## src/dau_pkg.sv

```systemverilog
// constants, register map and field layout for the alu and bit unit
// Notes on behaviour
// RQ1: alu works on 40 bits; 8-bit extension used by arithmetic only.
// RQ2: left operand is shifter output, right operand a register-file register.
// RQ3: logical ops zero-extend 32-bit operands; destination extension byte cleared.
// RQ4: an accumulator operand feeds all 40 bits to arithmetic.
// RQ5: other 32-bit operands sign-extend; 40-bit result goes to one accumulator.
// RQ6: ops update accumulator and flags; some codes update only one of them.
// RQ7: codes take two sources, one source, or one register read and written.
// RQ8: division step codes do non-restoring add or subtract, signed or unsigned.
// RQ9: software puts 32-bit dividend, sign-extended, in an accumulator first.
// RQ10: software puts 16-bit divisor in a right register with long bit clear.
// RQ11: software keeps dividend magnitude below divisor magnitude, both fractional.
// RQ12: saturated signed fractional most-negative squared gives largest positive product.
// RQ13: with 32 or 40-bit saturation, overflow clamps accumulator to that maximum.
// RQ14: rounded multiply stores two's complement rounded product in product-high.
// RQ15: accumulator rounding is two's complement or convergent by rounding-mode bit.
// RQ16: bit unit reaches 16-bit data by direct, indirect or register addressing; direct and indirect both use the bit data register.
// RQ17: masked test low, test high, test high then set, test low then clear.
// RQ18: 8-bit mask widens to upper byte, lower byte, or both bytes.
// RQ19: registers narrower than 16 bits are sign-extended before testing.
// RQ20: accumulator is extension, high and low fields, each addressable alone.
// RQ21: without saturation overflow wraps modulo two to the fortieth.
package dau_pkg;
	localparam int unsigned ADDR_W = 8;
	localparam int unsigned ACC_W = 40;
	localparam int unsigned WORD_W = 32;
	localparam int unsigned EXT_W = 8;
	localparam int unsigned HALF_W = 16;
	localparam int unsigned SHC_W = 6;
	localparam int unsigned CTRL_W = 6;
	localparam int unsigned CMD_W = 8;
	localparam int unsigned CCR_W = 6;
	localparam int unsigned OP_W = 4;
	localparam int unsigned BC_W = 16;
	localparam logic [7:0] OFF_CTRL = 8'h00;
	localparam logic [7:0] OFF_CMD = 8'h04;
	localparam logic [7:0] OFF_SHIFT_LO = 8'h08;
	localparam logic [7:0] OFF_SHIFT_EXT = 8'h0c;
	localparam logic [7:0] OFF_RIGHT0 = 8'h10;
	localparam logic [7:0] OFF_RIGHT1 = 8'h14;
	localparam logic [7:0] OFF_ACC0_EXT = 8'h18;
	localparam logic [7:0] OFF_ACC0_HI = 8'h1c;
	localparam logic [7:0] OFF_ACC0_LO = 8'h20;
	localparam logic [7:0] OFF_ACC1_EXT = 8'h24;
	localparam logic [7:0] OFF_ACC1_HI = 8'h28;
	localparam logic [7:0] OFF_ACC1_LO = 8'h2c;
	localparam logic [7:0] OFF_CCR = 8'h30;
	localparam logic [7:0] OFF_PRODUCT = 8'h34;
	localparam logic [7:0] OFF_PROD_HIGH = 8'h38;
	localparam logic [7:0] OFF_SHIFT_CTRL = 8'h3c;
	localparam logic [7:0] OFF_PROD_SHIFT = 8'h40;
	localparam logic [7:0] OFF_MUL_OPS = 8'h44;
	localparam logic [7:0] OFF_BIT_DATA = 8'h48;
	localparam logic [7:0] OFF_BIT_CMD = 8'h4c;
	// control bits
	localparam int unsigned CTRL_SAT_EN = 0;
	localparam int unsigned CTRL_SAT_WIDTH = 1;
	localparam int unsigned CTRL_RND_MODE = 2;
	localparam int unsigned CTRL_RIGHT_LONG = 3;
	localparam int unsigned CTRL_MUL_SIGNED = 4;
	localparam int unsigned CTRL_MUL_INT = 5;
	// command fields
	localparam int unsigned CMD_OP_LSB = 0;
	localparam int unsigned CMD_DEST = 4;
	localparam int unsigned CMD_RSEL_LSB = 5;
	localparam int unsigned CMD_LEFT_ACC = 7;
	localparam logic [3:0] OP_ADD = 4'h0;
	localparam logic [3:0] OP_SUB = 4'h1;
	localparam logic [3:0] OP_AND = 4'h2;
	localparam logic [3:0] OP_OR = 4'h3;
	localparam logic [3:0] OP_XOR = 4'h4;
	localparam logic [3:0] OP_CMP = 4'h5;
	localparam logic [3:0] OP_MOVE = 4'h6;
	localparam logic [3:0] OP_NEG = 4'h7;
	localparam logic [3:0] OP_ABS = 4'h8;
	localparam logic [3:0] OP_NOT = 4'h9;
	localparam logic [3:0] OP_RND = 4'ha;
	localparam logic [3:0] OP_DIVS = 4'hb;
	localparam logic [3:0] OP_DIVU = 4'hc;
	localparam logic [3:0] OP_MUL = 4'hd;
	localparam logic [3:0] OP_MULR = 4'he;
	// flag bits
	localparam int unsigned CCR_CARRY = 0;
	localparam int unsigned CCR_OVF = 1;
	localparam int unsigned CCR_ZERO = 2;
	localparam int unsigned CCR_NEG = 3;
	localparam int unsigned CCR_TEST = 4;
	localparam int unsigned CCR_LIMIT = 5;
	// bit unit command fields and codes
	localparam int unsigned BC_MASK_LSB = 0;
	localparam int unsigned BC_MMODE_LSB = 8;
	localparam int unsigned BC_OP_LSB = 10;
	localparam int unsigned BC_AMODE_LSB = 12;
	localparam int unsigned BC_RSEL_LSB = 14;
	localparam logic [1:0] MASK_HIGH = 2'h0;
	localparam logic [1:0] MASK_LOW = 2'h1;
	localparam logic [1:0] MASK_BOTH = 2'h2;
	localparam logic [1:0] BOP_TEST_LOW = 2'h0;
	localparam logic [1:0] BOP_TEST_HIGH = 2'h1;
	localparam logic [1:0] BOP_HIGH_SET = 2'h2;
	localparam logic [1:0] BOP_LOW_CLEAR = 2'h3;
	localparam logic [1:0] AMODE_DIRECT = 2'h0;
	localparam logic [1:0] AMODE_INDIRECT = 2'h1;
	localparam logic [1:0] AMODE_REGISTER = 2'h2;
	localparam logic [1:0] BREG_ACC0_EXT = 2'h0;
	localparam logic [1:0] BREG_ACC1_EXT = 2'h1;
	localparam logic [1:0] BREG_SHIFT_CTRL = 2'h2;
	localparam logic [1:0] BREG_PROD_SHIFT = 2'h3;
	// arithmetic constants
	localparam logic [39:0] RND_HALF = 40'h0000008000;
	localparam logic [15:0] RND_TIE = 16'h8000;
	localparam logic [39:0] POS_MAX40 = 40'h7fffffffff;
	localparam logic [39:0] NEG_MAX40 = 40'h8000000000;
	localparam logic [39:0] POS_MAX32 = 40'h007fffffff;
	localparam logic [39:0] NEG_MAX32 = 40'hff80000000;
	localparam logic [31:0] FRAC_MAX = 32'h7fffffff;
	localparam logic [31:0] PROD_HALF = 32'h00008000;
	localparam logic [15:0] MOST_NEG16 = 16'h8000;
	localparam logic [5:0] SHC_RESET = 6'h00;
endpackage

```

## src/dau_bit_if.sv

```systemverilog
// connection between the datapath top and the bit manipulation unit
`timescale 1ns/1ps
`default_nettype none
interface dau_bit_if;
	logic [15:0] src_word;
	logic [7:0] mask;
	logic [1:0] mask_mode;
	logic [1:0] op;
	logic [15:0] result;
	logic test_ok;
	modport core(output src_word, output mask, output mask_mode, output op,
		input result, input test_ok);
	modport unit(input src_word, input mask, input mask_mode, input op,
		output result, output test_ok);
endinterface
`default_nettype wire

```

## src/dau_bit_unit.sv

```systemverilog
// masked bit test, set and clear on a 16-bit word
`timescale 1ns/1ps
`default_nettype none
module dau_bit_unit (
	dau_bit_if.unit bus
);
	logic [15:0] mask16;
	logic [15:0] hit;

	// RQ18 mask widening
	always_comb begin
		unique case (bus.mask_mode)
			dau_pkg::MASK_HIGH: mask16 = {bus.mask, 8'h00};
			dau_pkg::MASK_LOW: mask16 = {8'h00, bus.mask};
			dau_pkg::MASK_BOTH: mask16 = {bus.mask, bus.mask};
			default: mask16 = 16'h0000;
		endcase
	end

	assign hit = bus.src_word & mask16;

	// RQ17 per-bit operations
	always_comb begin
		bus.result = bus.src_word;
		bus.test_ok = 1'b0;
		unique case (bus.op)
			dau_pkg::BOP_TEST_LOW: begin
				bus.test_ok = (hit == 16'h0000);
			end
			dau_pkg::BOP_TEST_HIGH: begin
				bus.test_ok = (hit == mask16);
			end
			dau_pkg::BOP_HIGH_SET: begin
				bus.test_ok = (hit == mask16);
				bus.result = bus.src_word | mask16;
			end
			dau_pkg::BOP_LOW_CLEAR: begin
				bus.test_ok = (hit == 16'h0000);
				bus.result = bus.src_word & ~mask16;
			end
		endcase
	end
endmodule
`default_nettype wire

```

## src/dau_alu_top.sv

```systemverilog
// 40-bit alu, multiplier result path and bit unit behind an apb slave
`timescale 1ns/1ps
`default_nettype none
module dau_alu_top (
	input wire logic pclk,
	input wire logic presetn,
	input wire logic psel,
	input wire logic penable,
	input wire logic pwrite,
	input wire logic [7:0] paddr,
	input wire logic [31:0] pwdata,
	output logic [31:0] prdata,
	output logic pready,
	output logic pslverr
);
	localparam int unsigned MSB = dau_pkg::ACC_W - 1;
	localparam int unsigned WMSB = dau_pkg::WORD_W - 1;
	localparam int unsigned HMSB = dau_pkg::HALF_W - 1;

	logic [5:0] ctrl_q, ctrl_d;
	logic [7:0] cmd_q, cmd_d;
	logic [31:0] shift_lo_q, shift_lo_d;
	logic [7:0] shift_ext_q, shift_ext_d;
	logic [1:0][15:0] rin_q, rin_d;
	logic [1:0][39:0] acc_q, acc_d;
	logic [5:0] ccr_q, ccr_d;
	logic [31:0] prod_q, prod_d;
	logic [15:0] ph_q, ph_d;
	logic [5:0] bsc_q, bsc_d;
	logic [5:0] psc_q, psc_d;
	logic [31:0] mops_q, mops_d;
	logic [15:0] bdata_q, bdata_d;
	logic [15:0] bcmd_q, bcmd_d;
	logic [31:0] prdata_q, prdata_d;

	logic wr_en, rd_setup, hit;
	logic [31:0] rdata;
	logic [3:0] op;
	logic dsel, lacc;
	logic [1:0] rsel;
	logic [39:0] left_v, right_v, dst_v, a_v, b_v, bb, res, logic_v;
	logic [31:0] rword;
	logic [15:0] rhalf;
	logic [40:0] wide;
	logic sub, arith, sat_ok, wr_acc, wr_ccr, ovf, sign_true, fits32, sat_hit;
	logic signed [16:0] ma, mb;
	logic signed [33:0] mprod;
	logic [31:0] pval, pround;
	logic [1:0] b_amode, b_rsel;
	logic [15:0] b_reg;

	dau_bit_if bit_bus();

	dau_bit_unit u_bit (
		.bus(bit_bus)
	);

	assign wr_en = psel & penable & pwrite;
	assign rd_setup = psel & ~penable;
	assign pready = 1'b1;
	assign pslverr = psel & penable & ~hit;
	assign prdata = prdata_q;

	// read decode
	always_comb begin
		hit = 1'b1;
		rdata = 32'h00000000;
		unique case (paddr)
			dau_pkg::OFF_CTRL: rdata = {26'h0, ctrl_q};
			dau_pkg::OFF_CMD: rdata = {24'h0, cmd_q};
			dau_pkg::OFF_SHIFT_LO: rdata = shift_lo_q;
			dau_pkg::OFF_SHIFT_EXT: rdata = {24'h0, shift_ext_q};
			dau_pkg::OFF_RIGHT0: rdata = {16'h0, rin_q[0]};
			dau_pkg::OFF_RIGHT1: rdata = {16'h0, rin_q[1]};
			dau_pkg::OFF_ACC0_EXT: rdata = {24'h0, acc_q[0][MSB -: dau_pkg::EXT_W]};
			dau_pkg::OFF_ACC0_HI: rdata = {16'h0, acc_q[0][WMSB -: dau_pkg::HALF_W]};
			dau_pkg::OFF_ACC0_LO: rdata = {16'h0, acc_q[0][HMSB:0]};
			dau_pkg::OFF_ACC1_EXT: rdata = {24'h0, acc_q[1][MSB -: dau_pkg::EXT_W]};
			dau_pkg::OFF_ACC1_HI: rdata = {16'h0, acc_q[1][WMSB -: dau_pkg::HALF_W]};
			dau_pkg::OFF_ACC1_LO: rdata = {16'h0, acc_q[1][HMSB:0]};
			dau_pkg::OFF_CCR: rdata = {26'h0, ccr_q};
			dau_pkg::OFF_PRODUCT: rdata = prod_q;
			dau_pkg::OFF_PROD_HIGH: rdata = {16'h0, ph_q};
			dau_pkg::OFF_SHIFT_CTRL: rdata = {26'h0, bsc_q};
			dau_pkg::OFF_PROD_SHIFT: rdata = {26'h0, psc_q};
			dau_pkg::OFF_MUL_OPS: rdata = mops_q;
			dau_pkg::OFF_BIT_DATA: rdata = {16'h0, bdata_q};
			dau_pkg::OFF_BIT_CMD: rdata = {16'h0, bcmd_q};
			default: hit = 1'b0;
		endcase
	end

	// alu operand selection and result
	always_comb begin
		op = pwdata[dau_pkg::CMD_OP_LSB +: dau_pkg::OP_W];
		dsel = pwdata[dau_pkg::CMD_DEST];
		rsel = pwdata[dau_pkg::CMD_RSEL_LSB +: 2];
		lacc = pwdata[dau_pkg::CMD_LEFT_ACC];
		// RQ2 left from shifter
		left_v = lacc ? {shift_ext_q, shift_lo_q} :
			{{dau_pkg::EXT_W{shift_lo_q[WMSB]}}, shift_lo_q};
		rhalf = rin_q[rsel[0]];
		rword = ctrl_q[dau_pkg::CTRL_RIGHT_LONG] ? {rin_q[1], rin_q[0]} : {rhalf, 16'h0000};
		// RQ4 RQ5 operand extension
		right_v = rsel[1] ? acc_q[rsel[0]] : {{dau_pkg::EXT_W{rword[WMSB]}}, rword};
		dst_v = acc_q[dsel];
		a_v = left_v;
		b_v = right_v;
		sub = 1'b0;
		arith = 1'b1;
		sat_ok = 1'b1;
		wr_acc = 1'b1;
		wr_ccr = 1'b1;
		logic_v = 40'h0;
		// RQ6 RQ7 operand groups and targets
		unique case (op)
			dau_pkg::OP_ADD: ;
			dau_pkg::OP_SUB: sub = 1'b1;
			dau_pkg::OP_CMP: begin
				sub = 1'b1;
				wr_acc = 1'b0;
			end
			// RQ3 logical ops zero-extended
			dau_pkg::OP_AND: begin
				arith = 1'b0;
				logic_v = {8'h00, left_v[WMSB:0] & right_v[WMSB:0]};
			end
			dau_pkg::OP_OR: begin
				arith = 1'b0;
				logic_v = {8'h00, left_v[WMSB:0] | right_v[WMSB:0]};
			end
			dau_pkg::OP_XOR: begin
				arith = 1'b0;
				logic_v = {8'h00, left_v[WMSB:0] ^ right_v[WMSB:0]};
			end
			dau_pkg::OP_NOT: begin
				arith = 1'b0;
				logic_v = {8'h00, ~dst_v[WMSB:0]};
			end
			dau_pkg::OP_MOVE: begin
				a_v = 40'h0;
				sat_ok = 1'b0;
				wr_ccr = 1'b0;
			end
			dau_pkg::OP_NEG: begin
				a_v = 40'h0;
				sub = 1'b1;
			end
			dau_pkg::OP_ABS: begin
				a_v = 40'h0;
				sub = right_v[MSB];
			end
			// RQ15 rounding increment
			dau_pkg::OP_RND: begin
				a_v = dst_v;
				b_v = (ctrl_q[dau_pkg::CTRL_RND_MODE] && dst_v[HMSB:0] == dau_pkg::RND_TIE &&
					!dst_v[dau_pkg::HALF_W]) ? 40'h0 : dau_pkg::RND_HALF;
			end
			// RQ8 non-restoring division step
			dau_pkg::OP_DIVS: begin
				a_v = {dst_v[MSB-1:0], 1'b0};
				b_v = {{dau_pkg::EXT_W{rhalf[HMSB]}}, rhalf, 16'h0000};
				sub = (dst_v[MSB] == rhalf[HMSB]);
				sat_ok = 1'b0;
			end
			dau_pkg::OP_DIVU: begin
				a_v = {dst_v[MSB-1:0], 1'b0};
				b_v = {8'h00, rhalf, 16'h0000};
				sub = ~dst_v[MSB];
				sat_ok = 1'b0;
			end
			default: begin
				arith = 1'b0;
				wr_acc = 1'b0;
				wr_ccr = 1'b0;
			end
		endcase
		bb = sub ? ~b_v : b_v;
		// RQ1 RQ21 40-bit modular sum
		wide = {1'b0, a_v} + {1'b0, bb} + {40'h0, sub};
		ovf = arith & (a_v[MSB] == bb[MSB]) & (wide[MSB] != a_v[MSB]);
		sign_true = ovf ? a_v[MSB] : wide[MSB];
		fits32 = (&wide[MSB:WMSB]) | ~(|wide[MSB:WMSB]);
		sat_hit = ctrl_q[dau_pkg::CTRL_SAT_EN] & sat_ok & arith &
			(ovf | (~ctrl_q[dau_pkg::CTRL_SAT_WIDTH] & ~fits32));
		res = arith ? wide[MSB:0] : logic_v;
		// RQ13 saturation clamp
		if (sat_hit) begin
			if (ctrl_q[dau_pkg::CTRL_SAT_WIDTH]) begin
				res = sign_true ? dau_pkg::NEG_MAX40 : dau_pkg::POS_MAX40;
			end else begin
				res = sign_true ? dau_pkg::NEG_MAX32 : dau_pkg::POS_MAX32;
			end
		end else if (op == dau_pkg::OP_RND) begin
			res[HMSB:0] = 16'h0000;
		end
		if (op == dau_pkg::OP_DIVS) begin
			res[0] = (wide[MSB] == rhalf[HMSB]);
		end else if (op == dau_pkg::OP_DIVU) begin
			res[0] = ~wide[MSB];
		end
	end

	// multiplier result path
	always_comb begin
		ma = {ctrl_q[dau_pkg::CTRL_MUL_SIGNED] & mops_q[WMSB], mops_q[WMSB -: dau_pkg::HALF_W]};
		mb = {ctrl_q[dau_pkg::CTRL_MUL_SIGNED] & mops_q[HMSB], mops_q[HMSB:0]};
		mprod = ma * mb;
		pval = ctrl_q[dau_pkg::CTRL_MUL_INT] ? mprod[WMSB:0] : {mprod[WMSB-1:0], 1'b0};
		// RQ12 most-negative square clamp
		if (ctrl_q[dau_pkg::CTRL_SAT_EN] && ctrl_q[dau_pkg::CTRL_MUL_SIGNED] &&
			!ctrl_q[dau_pkg::CTRL_MUL_INT] && mops_q[WMSB -: dau_pkg::HALF_W] == dau_pkg::MOST_NEG16 &&
			mops_q[HMSB:0] == dau_pkg::MOST_NEG16) begin
			pval = dau_pkg::FRAC_MAX;
		end
		pround = pval + dau_pkg::PROD_HALF;
	end

	// RQ16 RQ19 bit unit source selection
	assign b_amode = pwdata[dau_pkg::BC_AMODE_LSB +: 2];
	assign b_rsel = pwdata[dau_pkg::BC_RSEL_LSB +: 2];
	always_comb begin
		unique case (b_rsel)
			dau_pkg::BREG_ACC0_EXT: b_reg = {{8{acc_q[0][MSB]}}, acc_q[0][MSB -: dau_pkg::EXT_W]};
			dau_pkg::BREG_ACC1_EXT: b_reg = {{8{acc_q[1][MSB]}}, acc_q[1][MSB -: dau_pkg::EXT_W]};
			dau_pkg::BREG_SHIFT_CTRL: b_reg = {{10{bsc_q[dau_pkg::SHC_W-1]}}, bsc_q};
			dau_pkg::BREG_PROD_SHIFT: b_reg = {{10{psc_q[dau_pkg::SHC_W-1]}}, psc_q};
		endcase
	end
	assign bit_bus.src_word = (b_amode == dau_pkg::AMODE_REGISTER) ? b_reg : bdata_q;
	assign bit_bus.mask = pwdata[dau_pkg::BC_MASK_LSB +: 8];
	assign bit_bus.mask_mode = pwdata[dau_pkg::BC_MMODE_LSB +: 2];
	assign bit_bus.op = pwdata[dau_pkg::BC_OP_LSB +: 2];

	// next state of all registers
	always_comb begin
		ctrl_d = ctrl_q;
		cmd_d = cmd_q;
		shift_lo_d = shift_lo_q;
		shift_ext_d = shift_ext_q;
		rin_d = rin_q;
		acc_d = acc_q;
		ccr_d = ccr_q;
		prod_d = prod_q;
		ph_d = ph_q;
		bsc_d = bsc_q;
		psc_d = psc_q;
		mops_d = mops_q;
		bdata_d = bdata_q;
		bcmd_d = bcmd_q;
		prdata_d = rd_setup ? rdata : prdata_q;
		if (wr_en) begin
			unique case (paddr)
				dau_pkg::OFF_CTRL: ctrl_d = pwdata[dau_pkg::CTRL_W-1:0];
				dau_pkg::OFF_CMD: begin
					cmd_d = pwdata[dau_pkg::CMD_W-1:0];
					if (wr_acc) begin
						acc_d[dsel] = res;
					end
					if (wr_ccr) begin
						ccr_d[dau_pkg::CCR_CARRY] = arith & wide[dau_pkg::ACC_W];
						ccr_d[dau_pkg::CCR_OVF] = ovf;
						ccr_d[dau_pkg::CCR_ZERO] = (res == 40'h0);
						ccr_d[dau_pkg::CCR_NEG] = res[MSB];
						ccr_d[dau_pkg::CCR_LIMIT] = ccr_q[dau_pkg::CCR_LIMIT] | sat_hit;
					end
					// RQ14 rounded product high
					if (op == dau_pkg::OP_MUL || op == dau_pkg::OP_MULR) begin
						prod_d = pval;
						ph_d = (op == dau_pkg::OP_MULR) ? pround[WMSB -: dau_pkg::HALF_W] :
							pval[WMSB -: dau_pkg::HALF_W];
					end
				end
				dau_pkg::OFF_SHIFT_LO: shift_lo_d = pwdata;
				dau_pkg::OFF_SHIFT_EXT: shift_ext_d = pwdata[7:0];
				dau_pkg::OFF_RIGHT0: rin_d[0] = pwdata[HMSB:0];
				dau_pkg::OFF_RIGHT1: rin_d[1] = pwdata[HMSB:0];
				// RQ20 separate field writes
				dau_pkg::OFF_ACC0_EXT: acc_d[0][MSB -: dau_pkg::EXT_W] = pwdata[7:0];
				dau_pkg::OFF_ACC0_HI: acc_d[0][WMSB -: dau_pkg::HALF_W] = pwdata[HMSB:0];
				dau_pkg::OFF_ACC0_LO: acc_d[0][HMSB:0] = pwdata[HMSB:0];
				dau_pkg::OFF_ACC1_EXT: acc_d[1][MSB -: dau_pkg::EXT_W] = pwdata[7:0];
				dau_pkg::OFF_ACC1_HI: acc_d[1][WMSB -: dau_pkg::HALF_W] = pwdata[HMSB:0];
				dau_pkg::OFF_ACC1_LO: acc_d[1][HMSB:0] = pwdata[HMSB:0];
				dau_pkg::OFF_CCR: ccr_d = pwdata[dau_pkg::CCR_W-1:0];
				dau_pkg::OFF_PROD_HIGH: ph_d = pwdata[HMSB:0];
				dau_pkg::OFF_SHIFT_CTRL: bsc_d = pwdata[dau_pkg::SHC_W-1:0];
				dau_pkg::OFF_PROD_SHIFT: psc_d = pwdata[dau_pkg::SHC_W-1:0];
				dau_pkg::OFF_MUL_OPS: mops_d = pwdata;
				dau_pkg::OFF_BIT_DATA: bdata_d = pwdata[HMSB:0];
				dau_pkg::OFF_BIT_CMD: begin
					// RQ17 bit test result and write-back
					bcmd_d = pwdata[dau_pkg::BC_W-1:0];
					ccr_d[dau_pkg::CCR_TEST] = bit_bus.test_ok;
					if (b_amode != dau_pkg::AMODE_REGISTER) begin
						bdata_d = bit_bus.result;
					end else begin
						unique case (b_rsel)
							dau_pkg::BREG_ACC0_EXT: acc_d[0][MSB -: dau_pkg::EXT_W] = bit_bus.result[7:0];
							dau_pkg::BREG_ACC1_EXT: acc_d[1][MSB -: dau_pkg::EXT_W] = bit_bus.result[7:0];
							dau_pkg::BREG_SHIFT_CTRL: bsc_d = bit_bus.result[dau_pkg::SHC_W-1:0];
							dau_pkg::BREG_PROD_SHIFT: psc_d = bit_bus.result[dau_pkg::SHC_W-1:0];
						endcase
					end
				end
				default: ;
			endcase
		end
	end

	always_ff @(posedge pclk or negedge presetn) begin
		if (!presetn) begin
			ctrl_q <= 6'h00;
			cmd_q <= 8'h00;
			shift_lo_q <= 32'h00000000;
			shift_ext_q <= 8'h00;
			rin_q <= 32'h00000000;
			acc_q <= 80'h0;
			ccr_q <= 6'h00;
			prod_q <= 32'h00000000;
			ph_q <= 16'h0000;
			bsc_q <= dau_pkg::SHC_RESET;
			psc_q <= dau_pkg::SHC_RESET;
			mops_q <= 32'h00000000;
			bdata_q <= 16'h0000;
			bcmd_q <= 16'h0000;
			prdata_q <= 32'h00000000;
		end else begin
			ctrl_q <= ctrl_d;
			cmd_q <= cmd_d;
			shift_lo_q <= shift_lo_d;
			shift_ext_q <= shift_ext_d;
			rin_q <= rin_d;
			acc_q <= acc_d;
			ccr_q <= ccr_d;
			prod_q <= prod_d;
			ph_q <= ph_d;
			bsc_q <= bsc_d;
			psc_q <= psc_d;
			mops_q <= mops_d;
			bdata_q <= bdata_d;
			bcmd_q <= bcmd_d;
			prdata_q <= prdata_d;
		end
	end
endmodule
`default_nettype wire

```

## config.mk

```make
export PLATFORM = sky130hd
export DESIGN_NAME = dau_alu_top
export DESIGN_NICKNAME = d
export VERILOG_FILES = /design/src/dau_pkg.sv /design/src/dau_bit_if.sv /design/src/dau_bit_unit.sv /design/src/dau_alu_top.sv
export SDC_FILE = /design/constraint.sdc
export NUM_CORES = 2
export LEC_CHECK = 0
export ABC_AREA = 1
export BUFFER_PORTS_ARGS = -buffer_cell sky130_fd_sc_hd__buf_4
export CAP_MARGIN = 0
export CELL_PAD_IN_SITES_DETAIL_PLACEMENT = 1
export CELL_PAD_IN_SITES_GLOBAL_PLACEMENT = 2
export CORE_ASPECT_RATIO = 0.7
export CORE_MARGIN = 5
export CORE_UTILIZATION = 30
export CTS_CLUSTER_DIAMETER = 100
export DETAILED_ROUTE_END_ITERATION = 12
export GPL_ROUTABILITY_DRIVEN = 1
export PLACE_DENSITY = 0.66
export SYNTH_ARGS = -nofsm -noshare
export SYNTH_HDL_FRONTEND = slang
export SYNTH_HIERARCHICAL = 1
export SYNTH_SLANG_ARGS = --single-unit
```

## constraint.sdc

```tcl
create_clock -name pclk -period 12.01 [get_ports pclk]
set_input_delay 0 -clock pclk [delete_from_list [all_inputs] [get_ports pclk]]
set_output_delay 0 -clock pclk [all_outputs]
set_load 0.02 [all_outputs]
```

==> metrics.cfg <==
[synthesis]
yosysTopAreaCell=dfrtp_1
synthFlopType=dfrtp_1
synth-edff-count=0
syn-cell-area_um2=36300
yosysSeqAreaShare_pct=22.6
synth_fp_nets=5667
synth_top_area_share_pct=22.6
avgSynthCellArea_um2=7.04
synth_area_leaders=dfrtp_1, fa_1, nand2_1, inv_1, o21ai_0
syn_inst=5151
ys_async_sr_fraction_pct=100
ys_ff_latch=328
ys_types=63
yosysWarnings=6

[placed_design]
post-place-ws_ps=3650
place_congestion=0.965
port_buffers=77
place_hpwl_um=158000

[finish]
final_cell_mix=nand2_1, inv_1, o21ai_0
layout_commonest_cell=nand2_1
layout-drive-gt1-share_pct=6.12
final_core_util_pct=33.7
nets=5651
syn_to_final_growth_pct=11.3

[routing]
drtPass1Iterations=5
wirelength_um=200000
viasPerCell=5.53
vias=37500
drtIter0Drc=4136
ant_nets=0
wire_per_inst_um=29.4
route.detailed.drc=0

[setup_path]
r2r_setup_slack_ps=3520
crit_arrival_ps=8970
r2r_cells=28
worstSetupStartpoint=mops_q[15]
critical-path-slowest-cell=dfrtp_1
critPathMaxFanout=21
worstSetupEndpointType=flop
rr_endpoint=ph_q[13]
r2r_start=mops_q[15]
cp-endpoint=ph_q[13]
critPathLaunchType=flop
slowest_delay_ps=890
path_common_cell=nand2_1
required_ps=12490
path_class=flop to flop

[pwr]
peakVddDrop_mv=0.0835
leakagePower_nw=20.3
total_power_mw=3.57
p_int_mw=2.19
p_per_area_nw_per_um2=88.4
swShare_pct=38.7
clkPwrFrac_pct=38.0
seq_power_share_pct=32.4
switchingPower_mw=1.38
p_comb_share_pct=29.6

[sta]
fin_setup_tns_ps=0
slew_violations=0
layout_worst_path_cycle_share_pct=70.7
rsz0062_at_grt=false
skew_ps=35.2
setup_viol=0
min_period_ps=8490
hold_viol_final=0
fmax_ghz=0.118
worst_slew_pin_slew_ps=1190
maxSlewHeadroom_pct=20.1
hold_slack_ps=44.5
fin_ws_ps=3520

[floorplanning]
die_h_um=301
start_util_pct=30.3
num_rows=106
boundaryPins=79
coreArea_um2=120000
dieArea_um2=128000
die_w_um=426

[outcome]
outcome=complete, no violations

[clock_network]
cts-htree-levels=2
clk_pin_slew_ps=70
clock-sinks=328
clockBufferDepth=3
root_buffer=clkbuf_16
numCtsBuffers=38
cts_setup_buffers=0
cts_tree=done
clk_latency_ps=600

[worst_hold_path]
hp-class=input pin to flop

[grt]
grt_start_max_net_pins=145
use_met2_pct=40.6
gr-total-overflow=0
top_usage_layer=met1
antenna_found_initial=15
grt_use_met3_pct=7.73
grt_pass1_wl_um=284000
first_global_vias=36700
grt_util_met1_pct=49.8
grtUsageTotal_pct=30.7

[job]
maxCapViolations=0

-- cells by family (layout without fill, tap and decap cells) --
kind of cell	count (synthesis)	after routing	synth area share (%)
xor gates and xnor gates	93	93	2.27
other	1	4	0.0103
muxes	3	3	0.0896
buffers and inverters	1223	1235	12.9
and+or+nand+nor	1776	1776	19.9
DFF	328	328	22.6
adders and majority gates	471	471	22.1
AOI/OAI and AO/OA	1256	1256	20.2
-- area by class of cell --
| type | count | area [µm²] |
|---|---|---|
| Sequential cell | 328 | 8210 |
| Clock inverter | 21 | 312 |
| Tap cell | 1620 | 2030 |
| Clock buffer | 47 | 1080 |
| Multi-Input combinational cell | 3600 | 23500 |
| Inverter | 958 | 3600 |
| Antenna cell | 3 | 7.51 |
| Timing Repair Buffer | 209 | 1680 |
| Fill cell | 14900 | 79400 |
-- worst min-delay path by stage --
| stage | start | to | depth (start not counted) |
|---|---|---|---|
| after global routing | psel | cmd_q[4] | 3 |
| after floorplan | presetn | acc_q[0] | 0 |
| after CTS | psel | cmd_q[4] | 3 |
| after detailed placement | presetn | acc_q[34] | 1 |
| final | psel | cmd_q[4] | 3 |
| after global placement | presetn | acc_q[73] | 1 |
-- repair_timing --
action	4_1_cts	5_1_grt
gates resized for setup	0	0
endpoints found under the hold margin	172	0
hold buffers	37	0
endpoints found under the setup margin	0	0
-- synth_stat cells (all sizes together) (2+ instances only) --
cell	count
o211ai	23
clkinv	3
a21boi	5
ha	188
a32oi	4
o21a	29
mux2	2
a21oi	309
inv	955
or2	12
nand4	31
a22oi	78
o31ai	8
a41oi	8
a221oi	78
and3	6
fa	283
nand3b	9
xor2	52
o2111ai	19
nor2	359
xnor2	41
buf	54
nor4	26
a211oi	14
clkbuf	211
nor3	33
a21o	7
nand3	116
o221ai	10
o21bai	10
o21ai	564
dfrtp	328
a31oi	21
nand2	1182
a2111oi	7
o311ai	2
a2bb2oi	2
o22ai	55
-- routing by layer --
metal  up-vias  routed length, µm
met5         -                 26
met4         4               3040
met3       164              19300
met2      1564              74900
met1     19300             103000
li1      16500                  -
-- worst max-delay path: cells and delay by family, from the launching register on --
kind | cells | cell delay [ps]
XOR/XNOR | 2 | 330
adder cells (fa/ha/maj) | 7 | 3350
flip-flops | 1 | 890
buffers and inverters | 5 | 630
AO/OA/AOI/OAI | 4 | 1080
AND/OR/NAND/NOR | 10 | 2100
-- flip-flops by register name, summed over array words and instances, names as in the netlist --
name,count
acc_q,80
mops_q,32
prdata,32
prod_q,32
rin_q,32
shift_lo_q,32
bcmd_q,16
bdata_q,16
ph_q,16
cmd_q,8
shift_ext_q,8
bsc_q,6
ccr_q,6
ctrl_q,6
psc_q,6
-- power by group through the flow --
stage	combinational [mW]	clock [mW]	sequential (mW)
2_1_floorplan	0.570	0	1.16
3_3_place_gp	1.01	0	1.18
4_1_cts	1.03	1.37	1.15
3_5_place_dp	1.01	0	1.18
5_1_grt	1.13	1.41	1.16
6_report	1.06	1.36	1.16
-- through the flow --
stage | instances | instance area (µm²)
finish | 6786 | 40400
global route | 6783 | 40400
CTS | 6783 | 40400
detailed placement | 6678 | 38600
global placement | 6678 | 38600
floorplan | 5151 | 36300
Power figures use the tool's default switching activity.
